--- src/include/enp_map.svh ---
// Purpose: Offsets, field positions, reset values and counts of the EEE next page block.
// Assumes: Byte-wide indirect access through a table select, an offset and a data byte.
// Notes: Definitions only.
`ifndef ENP_MAP_SVH
`define ENP_MAP_SVH

// Direct register addresses.
`define ENP_ADDR_TBL_SEL 8'h6E
`define ENP_ADDR_OFFSET 8'h6F
`define ENP_ADDR_DATA 8'hA0

// Table select fields.
`define ENP_TBL_MSB 7
`define ENP_TBL_LSB 5
`define ENP_TBL_EEE 3'h1
`define ENP_PORT_MSB 3
`define ENP_FIRST_PORT 4'h3
`define ENP_LAST_PORT 4'h4

// Indirect offsets inside one port's EEE table.
`define ENP_OFS_NP_RX_HI 8'h10
`define ENP_OFS_NP_RX_LO 8'h11
`define ENP_OFS_ADV_HI 8'h28
`define ENP_OFS_ADV_LO 8'h29
`define ENP_OFS_CTL_HI 8'h2C
`define ENP_OFS_CTL_LO 8'h2D

// Codeword bit positions.
`define ENP_BIT_MORE 15
`define ENP_BIT_ACK 14
`define ENP_BIT_MSG 13
`define ENP_BIT_COMPLY 12
`define ENP_BIT_TOGGLE 11
`define ENP_CODE_MSB 10
`define ENP_ACK_MASK 16'h4000

// Capability and control bit positions within their bytes.
`define ENP_BIT_CAP_100 1
`define ENP_BIT_CTL_HW_EN 7
`define ENP_BIT_CTL_HW_STAT 6
`define ENP_BIT_CTL_EEE_EN 0

// Reset values.
`define ENP_RST_TBL_SEL 8'h00
`define ENP_RST_OFFSET 8'h00
`define ENP_RST_NP_RX 16'h0000
`define ENP_RST_LOCAL_ADV 1'h1
`define ENP_RST_HW_EN 1'h1
`define ENP_RST_EEE_EN 1'h0

// Consistent bursts needed before a codeword is taken.
`define ENP_CONSIST_CNT 2'h3

`endif

--- src/include/enp_pkg.sv ---
// Purpose: Types shared by the EEE next page block.
// Assumes: Constants live in enp_map.svh.
// Notes: Structs carry grouped signals between modules.
package enp_pkg;

    // One register access from the management port.
    typedef struct packed {
        logic wr;
        logic rd;
        logic [7:0] addr;
        logic [7:0] wdata;
    } enp_reg_req_type;

    // One link pulse burst as decoded by the port's auto-negotiation logic.
    typedef struct packed {
        logic valid;
        logic base;
        logic [15:0] word;
    } enp_burst_type;

    // One accepted partner next page.
    typedef struct packed {
        logic valid;
        logic [15:0] word;
    } enp_page_type;

    typedef enum logic [0:0] {
        ENP_Q_BASE = 1'b0,
        ENP_Q_NEXT = 1'b1
    } enp_qual_state_type;

    typedef enum logic [0:0] {
        ENP_NEG_IDLE = 1'b0,
        ENP_NEG_WAIT_CAP = 1'b1
    } enp_neg_state_type;

endpackage
--- src/design/enp_burst_qual.sv ---
// Purpose: Qualify received link codewords of one port before they are taken.
// Assumes: Bursts arrive as one-cycle strobes from logic on the same clock.
// Notes: Emits one pulse per accepted next page and holds the acknowledge level.
`timescale 1ns/1ps
`include "enp_map.svh"

module enp_burst_qual
    import enp_pkg::*;
(
    // Clock and reset.
    input wire logic core_clk_in,
    input wire logic reset_n_in,
    // Received bursts.
    input enp_burst_type burst_in,
    // Accepted page and acknowledge.
    output enp_page_type page_out,
    output logic ack_out
);

    enp_qual_state_type state_q;
    logic [15:0] last_q;
    logic [1:0] cnt_q;
    logic exp_tog_q;
    logic [15:0] masked_new;
    logic [15:0] masked_old;
    logic same;
    logic reached;
    logic tog_ok;

    // The acknowledge bit is left out of the comparison.
    assign masked_new = burst_in.word & ~`ENP_ACK_MASK;
    assign masked_old = last_q & ~`ENP_ACK_MASK;
    assign same = (cnt_q != 2'h0) && (masked_new == masked_old);
    assign reached = burst_in.valid && same && (cnt_q == (`ENP_CONSIST_CNT - 2'h1));
    // A next page must carry the toggle opposite to the previous codeword.
    assign tog_ok = (burst_in.word[`ENP_BIT_TOGGLE] == exp_tog_q);

    always_ff @(posedge core_clk_in or negedge reset_n_in) begin
        if (!reset_n_in) begin
            state_q <= ENP_Q_BASE;
            last_q <= 16'h0000;
            cnt_q <= 2'h0;
            exp_tog_q <= 1'b0;
            page_out <= '0;
            ack_out <= 1'b0;
        end else begin
            page_out.valid <= 1'b0;
            if (burst_in.valid) begin
                last_q <= burst_in.word;
                if (!same) begin
                    cnt_q <= 2'h1;
                    ack_out <= 1'b0;
                end else if (cnt_q != `ENP_CONSIST_CNT) begin
                    cnt_q <= cnt_q + 2'h1;
                end
            end
            if (reached) begin
                ack_out <= 1'b1;
                if (burst_in.base) begin
                    // First next page toggle is the inverse of the base bit.
                    exp_tog_q <= ~burst_in.word[`ENP_BIT_TOGGLE];
                    state_q <= ENP_Q_NEXT;
                end else if (state_q == ENP_Q_NEXT && tog_ok) begin
                    page_out.valid <= 1'b1;
                    page_out.word <= burst_in.word;
                    exp_tog_q <= ~exp_tog_q;
                    if (!burst_in.word[`ENP_BIT_MORE]) begin
                        state_q <= ENP_Q_BASE;
                    end
                end
            end
        end
    end

endmodule // enp_burst_qual

--- src/design/enp_next_page_regs.sv ---
// Purpose: Indirect EEE register window holding the partner's received next page per port.
// Assumes: Register strobes and bursts come from logic on core_clk_in.
// Notes: Reads answer one cycle after the read strobe; unmapped reads return zero.
`timescale 1ns/1ps
`include "enp_map.svh"

module enp_next_page_regs
    import enp_pkg::*;
#(
    parameter int NUM_PORTS = 2,
    parameter logic [10:0] EEE_MSG_CODE = 11'h00A
)
(
    // Clock and reset.
    input wire logic core_clk_in,
    input wire logic reset_n_in,
    // Register access.
    input enp_reg_req_type reg_req_in,
    output logic [7:0] reg_rdata_out,
    output logic reg_rvalid_out,
    // Per-port received bursts.
    input enp_burst_type burst_in [NUM_PORTS],
    // Per-port status toward the PHYs.
    output logic [NUM_PORTS-1:0] ack_out,
    output logic [NUM_PORTS-1:0] eee_100_en_out
);

    localparam int PIDX_W = (NUM_PORTS > 1) ? $clog2(NUM_PORTS) : 1;

    // The table select only addresses ports 3 and 4.
    generate
        if (NUM_PORTS != int'(`ENP_LAST_PORT - `ENP_FIRST_PORT) + 1) begin : g_bad_ports
            $error("NUM_PORTS must match the addressable port range.");
        end
    endgenerate

    // Direct registers.
    logic [7:0] tbl_sel_q;
    logic [7:0] ofs_q;
    logic [7:0] rdata_q;
    logic rvalid_q;

    // Per-port storage.
    logic [15:0] np_rx_q [NUM_PORTS];
    logic lp_eee_q [NUM_PORTS];
    logic local_adv_q [NUM_PORTS];
    logic hw_en_q [NUM_PORTS];
    logic hw_stat_q [NUM_PORTS];
    logic eee_en_q [NUM_PORTS];
    enp_neg_state_type neg_state_q [NUM_PORTS];
    logic [7:0] rd_byte [NUM_PORTS];
    enp_page_type page [NUM_PORTS];

    // Decode of the direct address space.
    wire tbl_wr = reg_req_in.wr && (reg_req_in.addr == `ENP_ADDR_TBL_SEL);
    wire ofs_wr = reg_req_in.wr && (reg_req_in.addr == `ENP_ADDR_OFFSET);
    wire data_hit = (reg_req_in.addr == `ENP_ADDR_DATA);

    // Window selection.
    wire [3:0] port_num = tbl_sel_q[`ENP_PORT_MSB:0];
    wire tbl_ok = (tbl_sel_q[`ENP_TBL_MSB:`ENP_TBL_LSB] == `ENP_TBL_EEE);
    wire port_ok = tbl_ok && (port_num >= `ENP_FIRST_PORT) &&
        (port_num <= `ENP_LAST_PORT);
    wire [3:0] port_off = port_num - `ENP_FIRST_PORT;
    wire [PIDX_W-1:0] port_idx = port_off[PIDX_W-1:0];
    wire data_wr = reg_req_in.wr && data_hit && port_ok;

    // A window outside the EEE table or the port range reads as zero.
    wire [7:0] win_byte = port_ok ? rd_byte[port_idx] : 8'h00;

    // Read data multiplexer; unmapped addresses answer zero.
    wire [7:0] rd_mux =
        (reg_req_in.addr == `ENP_ADDR_TBL_SEL) ? tbl_sel_q :
        (reg_req_in.addr == `ENP_ADDR_OFFSET) ? ofs_q :
        data_hit ? win_byte : 8'h00;

    always_ff @(posedge core_clk_in or negedge reset_n_in) begin
        if (!reset_n_in) begin
            tbl_sel_q <= `ENP_RST_TBL_SEL;
            ofs_q <= `ENP_RST_OFFSET;
        end else begin
            if (tbl_wr) begin
                tbl_sel_q <= reg_req_in.wdata;
            end
            if (ofs_wr) begin
                ofs_q <= reg_req_in.wdata;
            end
        end
    end

    // Read answer is registered so the output comes straight from a flop.
    always_ff @(posedge core_clk_in or negedge reset_n_in) begin
        if (!reset_n_in) begin
            rdata_q <= 8'h00;
            rvalid_q <= 1'b0;
        end else begin
            rvalid_q <= reg_req_in.rd;
            if (reg_req_in.rd) begin
                rdata_q <= rd_mux;
            end
        end
    end

    assign reg_rdata_out = rdata_q;
    assign reg_rvalid_out = rvalid_q;

    genvar i;
    generate
        for (i = 0; i < NUM_PORTS; i++) begin : g_port

            // Qualifies bursts, tracks toggle order and drives the acknowledge.
            enp_burst_qual u_qual (
                .core_clk_in(core_clk_in),
                .reset_n_in(reset_n_in),
                .burst_in(burst_in[i]),
                .page_out(page[i]),
                .ack_out(ack_out[i])
            );

            wire sel = port_ok && (port_idx == PIDX_W'(i));
            wire wr_adv = data_wr && sel && (ofs_q == `ENP_OFS_ADV_LO);
            wire wr_ctl = data_wr && sel && (ofs_q == `ENP_OFS_CTL_LO);
            wire [15:0] pw = page[i].word;
            wire is_eee_msg = pw[`ENP_BIT_MSG] && (pw[`ENP_CODE_MSB:0] == EEE_MSG_CODE);
            wire is_cap_page = !pw[`ENP_BIT_MSG] && (neg_state_q[i] == ENP_NEG_WAIT_CAP);
            wire cap_take = page[i].valid && hw_en_q[i] && is_cap_page;
            wire cap_match = pw[`ENP_BIT_CAP_100] && local_adv_q[i];

            // Indirect byte view of this port's table.
            assign rd_byte[i] =
                (ofs_q == `ENP_OFS_NP_RX_HI) ? np_rx_q[i][15:8] :
                (ofs_q == `ENP_OFS_NP_RX_LO) ? np_rx_q[i][7:0] :
                (ofs_q == `ENP_OFS_ADV_HI) ?
                    {6'h00, lp_eee_q[i], 1'b0} :
                (ofs_q == `ENP_OFS_ADV_LO) ?
                    {6'h00, local_adv_q[i], 1'b0} :
                (ofs_q == `ENP_OFS_CTL_LO) ?
                    {hw_en_q[i], hw_stat_q[i], 5'h00, eee_en_q[i]} : 8'h00;

            // Whole codeword stored in one edge so fields never mix across pages.
            always_ff @(posedge core_clk_in or negedge reset_n_in) begin
                if (!reset_n_in) begin
                    np_rx_q[i] <= `ENP_RST_NP_RX;
                end else if (page[i].valid) begin
                    np_rx_q[i] <= page[i].word;
                end
            end

            // Software-owned advertisement and control bits.
            always_ff @(posedge core_clk_in or negedge reset_n_in) begin
                if (!reset_n_in) begin
                    local_adv_q[i] <= `ENP_RST_LOCAL_ADV;
                    hw_en_q[i] <= `ENP_RST_HW_EN;
                end else begin
                    if (wr_adv) begin
                        local_adv_q[i] <= reg_req_in.wdata[`ENP_BIT_CAP_100];
                    end
                    if (wr_ctl) begin
                        hw_en_q[i] <= reg_req_in.wdata[`ENP_BIT_CTL_HW_EN];
                    end
                end
            end

            // Hardware capability exchange: an EEE message page, then its capability page.
            always_ff @(posedge core_clk_in or negedge reset_n_in) begin
                if (!reset_n_in) begin
                    neg_state_q[i] <= ENP_NEG_IDLE;
                    lp_eee_q[i] <= 1'b0;
                    hw_stat_q[i] <= 1'b0;
                end else if (page[i].valid && hw_en_q[i]) begin
                    case (neg_state_q[i])
                        ENP_NEG_IDLE: begin
                            if (is_eee_msg) begin
                                neg_state_q[i] <= ENP_NEG_WAIT_CAP;
                            end
                        end
                        ENP_NEG_WAIT_CAP: begin
                            if (is_cap_page) begin
                                lp_eee_q[i] <= pw[`ENP_BIT_CAP_100];
                                hw_stat_q[i] <= cap_match;
                            end
                            neg_state_q[i] <= is_eee_msg ? ENP_NEG_WAIT_CAP : ENP_NEG_IDLE;
                        end
                        default: begin
                            neg_state_q[i] <= ENP_NEG_IDLE;
                        end
                    endcase
                end
            end

            // Hardware setting wins over a software clear in the same cycle.
            always_ff @(posedge core_clk_in or negedge reset_n_in) begin
                if (!reset_n_in) begin
                    eee_en_q[i] <= `ENP_RST_EEE_EN;
                end else if (cap_take && cap_match) begin
                    eee_en_q[i] <= 1'b1;
                end else if (wr_ctl) begin
                    eee_en_q[i] <= reg_req_in.wdata[`ENP_BIT_CTL_EEE_EN];
                end
            end

            assign eee_100_en_out[i] = eee_en_q[i];

        end
    endgenerate

endmodule // enp_next_page_regs

--- config.mk ---
export PLATFORM = sky130hd
export DESIGN_NAME = enp_next_page_regs
export DESIGN_NICKNAME = d
export VERILOG_FILES = /design/src/include/enp_pkg.sv /design/src/design/enp_burst_qual.sv /design/src/design/enp_next_page_regs.sv
export VERILOG_INCLUDE_DIRS = /design/src /design/src/include
export SDC_FILE = /design/constraint.sdc
export NUM_CORES = 1
export LEC_CHECK = 0
export ABC_AREA = 1
export BUFFER_PORTS_ARGS = -buffer_cell sky130_fd_sc_hd__buf_2
export CORE_ASPECT_RATIO = 2
export CORE_MARGIN = 2
export CORE_UTILIZATION = 40
export DETAILED_ROUTE_END_ITERATION = 7
export GPL_TIMING_DRIVEN = 0
export PLACE_DENSITY = 0.67
export SYNTH_ARGS = -nofsm -noshare
export SYNTH_HDL_FRONTEND = slang
export SYNTH_SLANG_ARGS = --single-unit
--- constraint.sdc ---
create_clock -name core_clk_in -period 1.6 [get_ports core_clk_in]
set_input_delay 0.16 -clock core_clk_in [delete_from_list [all_inputs] [get_ports core_clk_in]]
set_output_delay 0.16 -clock core_clk_in [all_outputs]
set_load 0.005 [all_outputs]
==> impl_results.html <==
<table>
<tr><th>Metric</th><th>Value</th></tr>
<tr><th colspan="2">Pwr</th></tr>
<tr><td>Sequential cell fraction of total power</td><td>43.1%</td></tr>
<tr><td>Pleak</td><td>4.750 nW</td></tr>
<tr><td>Portion of total power attributed to the clock network</td><td>48.8%</td></tr>
<tr><td>Total internal power</td><td>6.674 mW</td></tr>
<tr><td>Peak supply drop</td><td>0.6386 mV</td></tr>
<tr><td>Net Switching</td><td>2.069 mW</td></tr>
<tr><td>Power density normalized to cell area</td><td>937.9 nW/um^2</td></tr>
<tr><td>Switching Fraction</td><td>23.67%</td></tr>
<tr><td>Combinational share of power</td><td>8.0%</td></tr>
<tr><th colspan="2">Clock tree</th></tr>
<tr><td>Total clock buffers created by CTS</td><td>17</td></tr>
<tr><td>Bufs on Longest Clock Path</td><td>2</td></tr>
<tr><td>Clock latency on the worst-skew pair</td><td>0.43 ns</td></tr>
<tr><td>CTS tree</td><td>done</td></tr>
<tr><td>Root buffer cell</td><td>sky130_fd_sc_hd__clkbuf_16</td></tr>
<tr><td>Max H-tree Level</td><td>4</td></tr>
<tr><td>Clock sink count</td><td>143</td></tr>
<tr><td>Clk pin slew, worst setup/hold paths</td><td>0.06 ns</td></tr>
<tr><th colspan="2">Global route</th></tr>
<tr><td>Wire length of the first global-routing pass</td><td>29.54 mm</td></tr>
<tr><td>Antenna violations before repair</td><td>0</td></tr>
<tr><td>Largest net degree at the start of global routing</td><td>94</td></tr>
<tr><td>Number of global-route vias before repair</td><td>6231</td></tr>
<tr><td>Global-route congestion overflow total</td><td>0</td></tr>
<tr><td>Overall global routing resource usage</td><td>19.98%</td></tr>
<tr><th colspan="2">Synthesis</th></tr>
<tr><td>Share of flip-flops with an asynchronous set or reset</td><td>100.0%</td></tr>
<tr><td>Combined area of all synthesized cells</td><td>7039 sq um</td></tr>
<tr><td>Most frequent cells after synthesis</td><td>sky130_fd_sc_hd__nand2_1 (350), sky130_fd_sc_hd__dfrtp_1 (139), sky130_fd_sc_hd__inv_1 (95)</td></tr>
<tr><td>Number of flip-flops and latches in the synthesized netlist</td><td>143</td></tr>
<tr><td>Post-synth EDFFs</td><td>0</td></tr>
<tr><td>Most frequently used cell type in the post-synthesis netlist</td><td>sky130_fd_sc_hd__nand2_1</td></tr>
<tr><td>Area share of the leading cell type in the synthesized netlist</td><td>49.41%</td></tr>
<tr><td>Biggest area consumer among synthesized cells</td><td>sky130_fd_sc_hd__dfrtp_1</td></tr>
<tr><td>Distinct cell type count after synthesis</td><td>38</td></tr>
<tr><td>Nets in the synthesized netlist</td><td>973</td></tr>
<tr><td>Avg Synthesized Cell Area</td><td>7.727 sq um</td></tr>
<tr><td>Ys flop type</td><td>sky130_fd_sc_hd__dfrtp_1</td></tr>
<tr><td>Portion of the post-synthesis area used by sequential elements</td><td>50.91%</td></tr>
<tr><td>Yosys warns</td><td>0</td></tr>
<tr><td>Top cells by area, synth</td><td>sky130_fd_sc_hd__dfrtp_1 (49%), sky130_fd_sc_hd__nand2_1 (19%), sky130_fd_sc_hd__o21ai_0 (6.5%), sky130_fd_sc_hd__inv_1 (5.1%), sky130_fd_sc_hd__nand4_1 (3.4%)</td></tr>
<tr><td>Count of mapped cells out of synthesis</td><td>911</td></tr>
<tr><th colspan="2">Worst setup path</th></tr>
<tr><td>Worst setup path endpoint</td><td>g_port[0].u_qual.page_out[14]</td></tr>
<tr><td>Startpoint of the lowest-slack register-to-register path</td><td>g_port[0].u_qual.last_q[15]</td></tr>
<tr><td>Critical Path Fanout Max</td><td>5</td></tr>
<tr><td>Worst EP arrival</td><td>2.03 ns</td></tr>
<tr><td>Worst R2R End</td><td>g_port[0].u_qual.page_out[14]</td></tr>
<tr><td>Required time of the worst setup path</td><td>1.91 ns</td></tr>
<tr><td>Cell depth of the worst flop-to-flop path</td><td>11</td></tr>
<tr><td>Critical Path Sink Type</td><td>flop</td></tr>
<tr><td>Startpoint class of the critical path</td><td>flop</td></tr>
<tr><td>Crit path from</td><td>g_port[0].u_qual.last_q[15]</td></tr>
<tr><td>Start-to-end type of the worst setup path</td><td>flop to flop</td></tr>
<tr><td>R2R Setup Slk</td><td>-0.12 ns</td></tr>
<tr><th colspan="2">Timing</th></tr>
<tr><td>Slew at the pin closest to its max-slew limit</td><td>0.6536 ns</td></tr>
<tr><td>RSZ-0062 raised after global routing</td><td>yes</td></tr>
<tr><td>Final worst-path cycle share</td><td>107.8%</td></tr>
<tr><td>Setup-failing EPs final</td><td>43</td></tr>
<tr><td>PnR worst setup slack</td><td>-0.1246 ns</td></tr>
<tr><td>Max-slew headroom</td><td>56.23%</td></tr>
<tr><td>Final-report max-slew violation count</td><td>0</td></tr>
<tr><td>Fmax achieved</td><td>579.9 MHz</td></tr>
<tr><td>Hold Violations, Final</td><td>0</td></tr>
<tr><td>Clock Skews</td><td>0.01155 ns</td></tr>
<tr><td>Minimum period implied by the final worst setup slack</td><td>1.725 ns</td></tr>
<tr><th colspan="2">Floorplanning</th></tr>
<tr><td>Starting density of the core</td><td>40.76%</td></tr>
<tr><td>Core Rows</td><td>68</td></tr>
<tr><td>Number of top-level pins</td><td>69</td></tr>
<tr><td>Total Die Area</td><td>18740 sq um</td></tr>
<tr><td>Core region area</td><td>17270 sq um</td></tr>
<tr><td>Die boundary width</td><td>97.81 um</td></tr>
<tr><td>Vert. Die Dim</td><td>191.6 um</td></tr>
<tr><th colspan="2">Route</th></tr>
<tr><td>Post-route DRC</td><td>0</td></tr>
<tr><td>DR vias</td><td>6384</td></tr>
<tr><td>Starting DRC count in detailed routing</td><td>335</td></tr>
<tr><td>Pre-antenna DRT Iters</td><td>7</td></tr>
<tr><td>Wire per inst</td><td>14.76 um</td></tr>
<tr><td>Detail-routed via count per cell</td><td>4.995</td></tr>
<tr><td>Number of nets with antenna violations after detailed routing</td><td>0</td></tr>
<tr><td>Drt total wl</td><td>18.87 mm</td></tr>
<tr><th colspan="2">Final layout</th></tr>
<tr><td>Diodes inserted</td><td>0</td></tr>
<tr><td>Share of cells above drive strength 1</td><td>25.37%</td></tr>
<tr><td>Net count of the finished layout</td><td>1117</td></tr>
<tr><td>Final design area excluding fillers</td><td>9321 sq um</td></tr>
<tr><td>Layout Area Growth over Synthesis</td><td>32.42%</td></tr>
<tr><th colspan="2">Placed design</th></tr>
<tr><td>Quantity of I/O buffers inserted on ports</td><td>67</td></tr>
<tr><td>Area of placed instances</td><td>7682 sq um</td></tr>
<tr><td>Final weighted congestion in routability-driven placement</td><td>0.9377</td></tr>
<tr><td>Minimum setup slack after placement</td><td>-0.3019 ns</td></tr>
<tr><td>DPL Wire Length</td><td>13.28 mm</td></tr>
<tr><th colspan="2">Outcome</th></tr>
<tr><td>Outcome</td><td>complete, but fails checks</td></tr>
<tr><td>Violations in the final reports</td><td>negative setup slack</td></tr>
<tr><th colspan="2">Hold path</th></tr>
<tr><td>Hold crit path type</td><td>input pin to flop</td></tr>
<tr><th colspan="2">Job</th></tr>
<tr><td>Max-cap viol count</td><td>0</td></tr>
</table>
==> sequential cells by signal (all words and copies together) (netlist names) <==
name	cells
eee_100_en_out	2
g_port.u_qual.ack_out	2
g_port.u_qual.cnt_q	4
g_port.u_qual.exp_tog_q	2
g_port.u_qual.last_q	30
g_port.u_qual.page_out	34
g_port.u_qual.state_q	2
hw_en_q	2
hw_stat_q	2
local_adv_q	2
lp_eee_q	2
neg_state_q	2
np_rx_q	32
ofs_q	8
reg_rdata_out	8
reg_rvalid_out	1
tbl_sel_q	8
==> power by group through the flow <==
stage	clock network, mW	logic, mW	registers, mW
after detailed placement	0	0.578	3.83
final	4.27	0.704	3.77
after floorplan	0	0.302	3.82
after CTS	4.32	0.651	3.77
after global placement	0	0.558	3.83
after global routing	4.48	0.798	3.78
==> layer usage <==
layer	track usage [%]	wire, um	part of all wire (%)
met5	0	0	0
met3	3.239	561	3.0
met1	19.46	6716	36
met4	13.03	1065	5.6
met2	38.14	10520	56
==> critical path, stage by stage, from the launching register on <==
cell,delay [ns]
sky130_fd_sc_hd__dfrtp_1,0.38
sky130_fd_sc_hd__inv_1,0.10
sky130_fd_sc_hd__nor2_1,0.08
sky130_fd_sc_hd__nor3_4,0.17
sky130_fd_sc_hd__nand2_1,0.08
sky130_fd_sc_hd__nor2_2,0.16
sky130_fd_sc_hd__nand2_4,0.11
sky130_fd_sc_hd__nor2_8,0.13
sky130_fd_sc_hd__nand3_4,0.13
sky130_fd_sc_hd__buf_6,0.17
sky130_fd_sc_hd__nand2_2,0.05
sky130_fd_sc_hd__nand2_1,0.04
==> logic make-up after synthesis <==
| family | count (synthesis) | synth area share [%] |
|---|---|---|
| AOI/OAI and AO/OA | 121 | 8.834 |
| xor gates and xnor gates | 11 | 1.369 |
| adders and majority gates | 6 | 1.066 |
| buffers and inverters | 127 | 7.252 |
| DFF | 143 | 50.91 |
| muxes | 2 | 0.3022 |
| and+or+nand+nor | 501 | 30.27 |
==> stage by stage <==
step	total power, mW	cells	hold slack (ns)	TNS [ns]	util, %
2_1_floorplan	4.119	911	-0.1356	-0.2601	-
3_3_place_gp	4.387	1188	0.3807	-252.80	44.28
3_5_place_dp	4.410	1189	0.1551	-10.83	44.48
4_1_cts	8.741	1259	0.0007793	-2.403	50.97
5_1_grt	9.053	1278	0.01624	-8.358	53.97
6_report	8.743	1278	0.005758	-3.785	53.97
==> timing repair <==
item	4_1_cts	5_1_grt
endpoints found under the hold margin	74	0
endpoints found under the setup margin	50	58
resized for setup	36	125
hold buffers	26	0
pin swaps	7	36
setup buffers	12	19
cloned	1	2
==> layout by cell type (no fill, tap or decap), drive strengths merged, types with 3 or more instances in the layout <==
| master | synthesis | routed |
|---|---|---|
| a21oi | 20 | 20 |
| buf | 10 | 110 |
| bufinv | 0 | 4 |
| clkbuf | 17 | 35 |
| clkinv | 3 | 7 |
| clkinvlp | 0 | 4 |
| dfrtp | 139 | 139 |
| dfstp | 4 | 4 |
| dlygate4sd3 | 0 | 26 |
| ha | 6 | 6 |
| inv | 97 | 98 |
| nand2 | 351 | 351 |
| nand3 | 37 | 37 |
| nand4 | 38 | 38 |
| nor2 | 55 | 55 |
| nor3 | 7 | 7 |
| nor4 | 3 | 3 |
| o211ai | 3 | 3 |
| o21ai | 95 | 95 |
| or2 | 7 | 7 |
| xor2 | 9 | 9 |
==> cell type report <==
cell class	count	area, sq um
timing repair buffer	127	927.1
sequential	143	3588
fill	1611	7950
tap	210	262.8
buffer	25	137.6
multi-input combinational	641	3388
clock buffer	19	452.9
clock inverter	13	186.4
inverter	100	377.9
==> worst min-delay path by stage <==
stage / cells after the start / endpoint / slack, ns / start
2_1_floorplan: 0 / eee_100_en_out[0] / -0.14 / reset_n_in
3_3_place_gp: 1 / reg_rvalid_out / 0.38 / reg_req_in[16]
3_5_place_dp: 1 / g_port[0].u_qual.page_out[4] / 0.16 / reset_n_in
4_1_cts: 3 / tbl_sel_q[4] / 0.0008 / reg_req_in[4]
5_1_grt: 3 / g_port[0].u_qual.last_q[7] / 0.02 / burst_in[25]
6_report: 3 / g_port[1].u_qual.last_q[7] / 0.006 / burst_in[7]
Note: power is estimated with default switching activity, not from simulation.
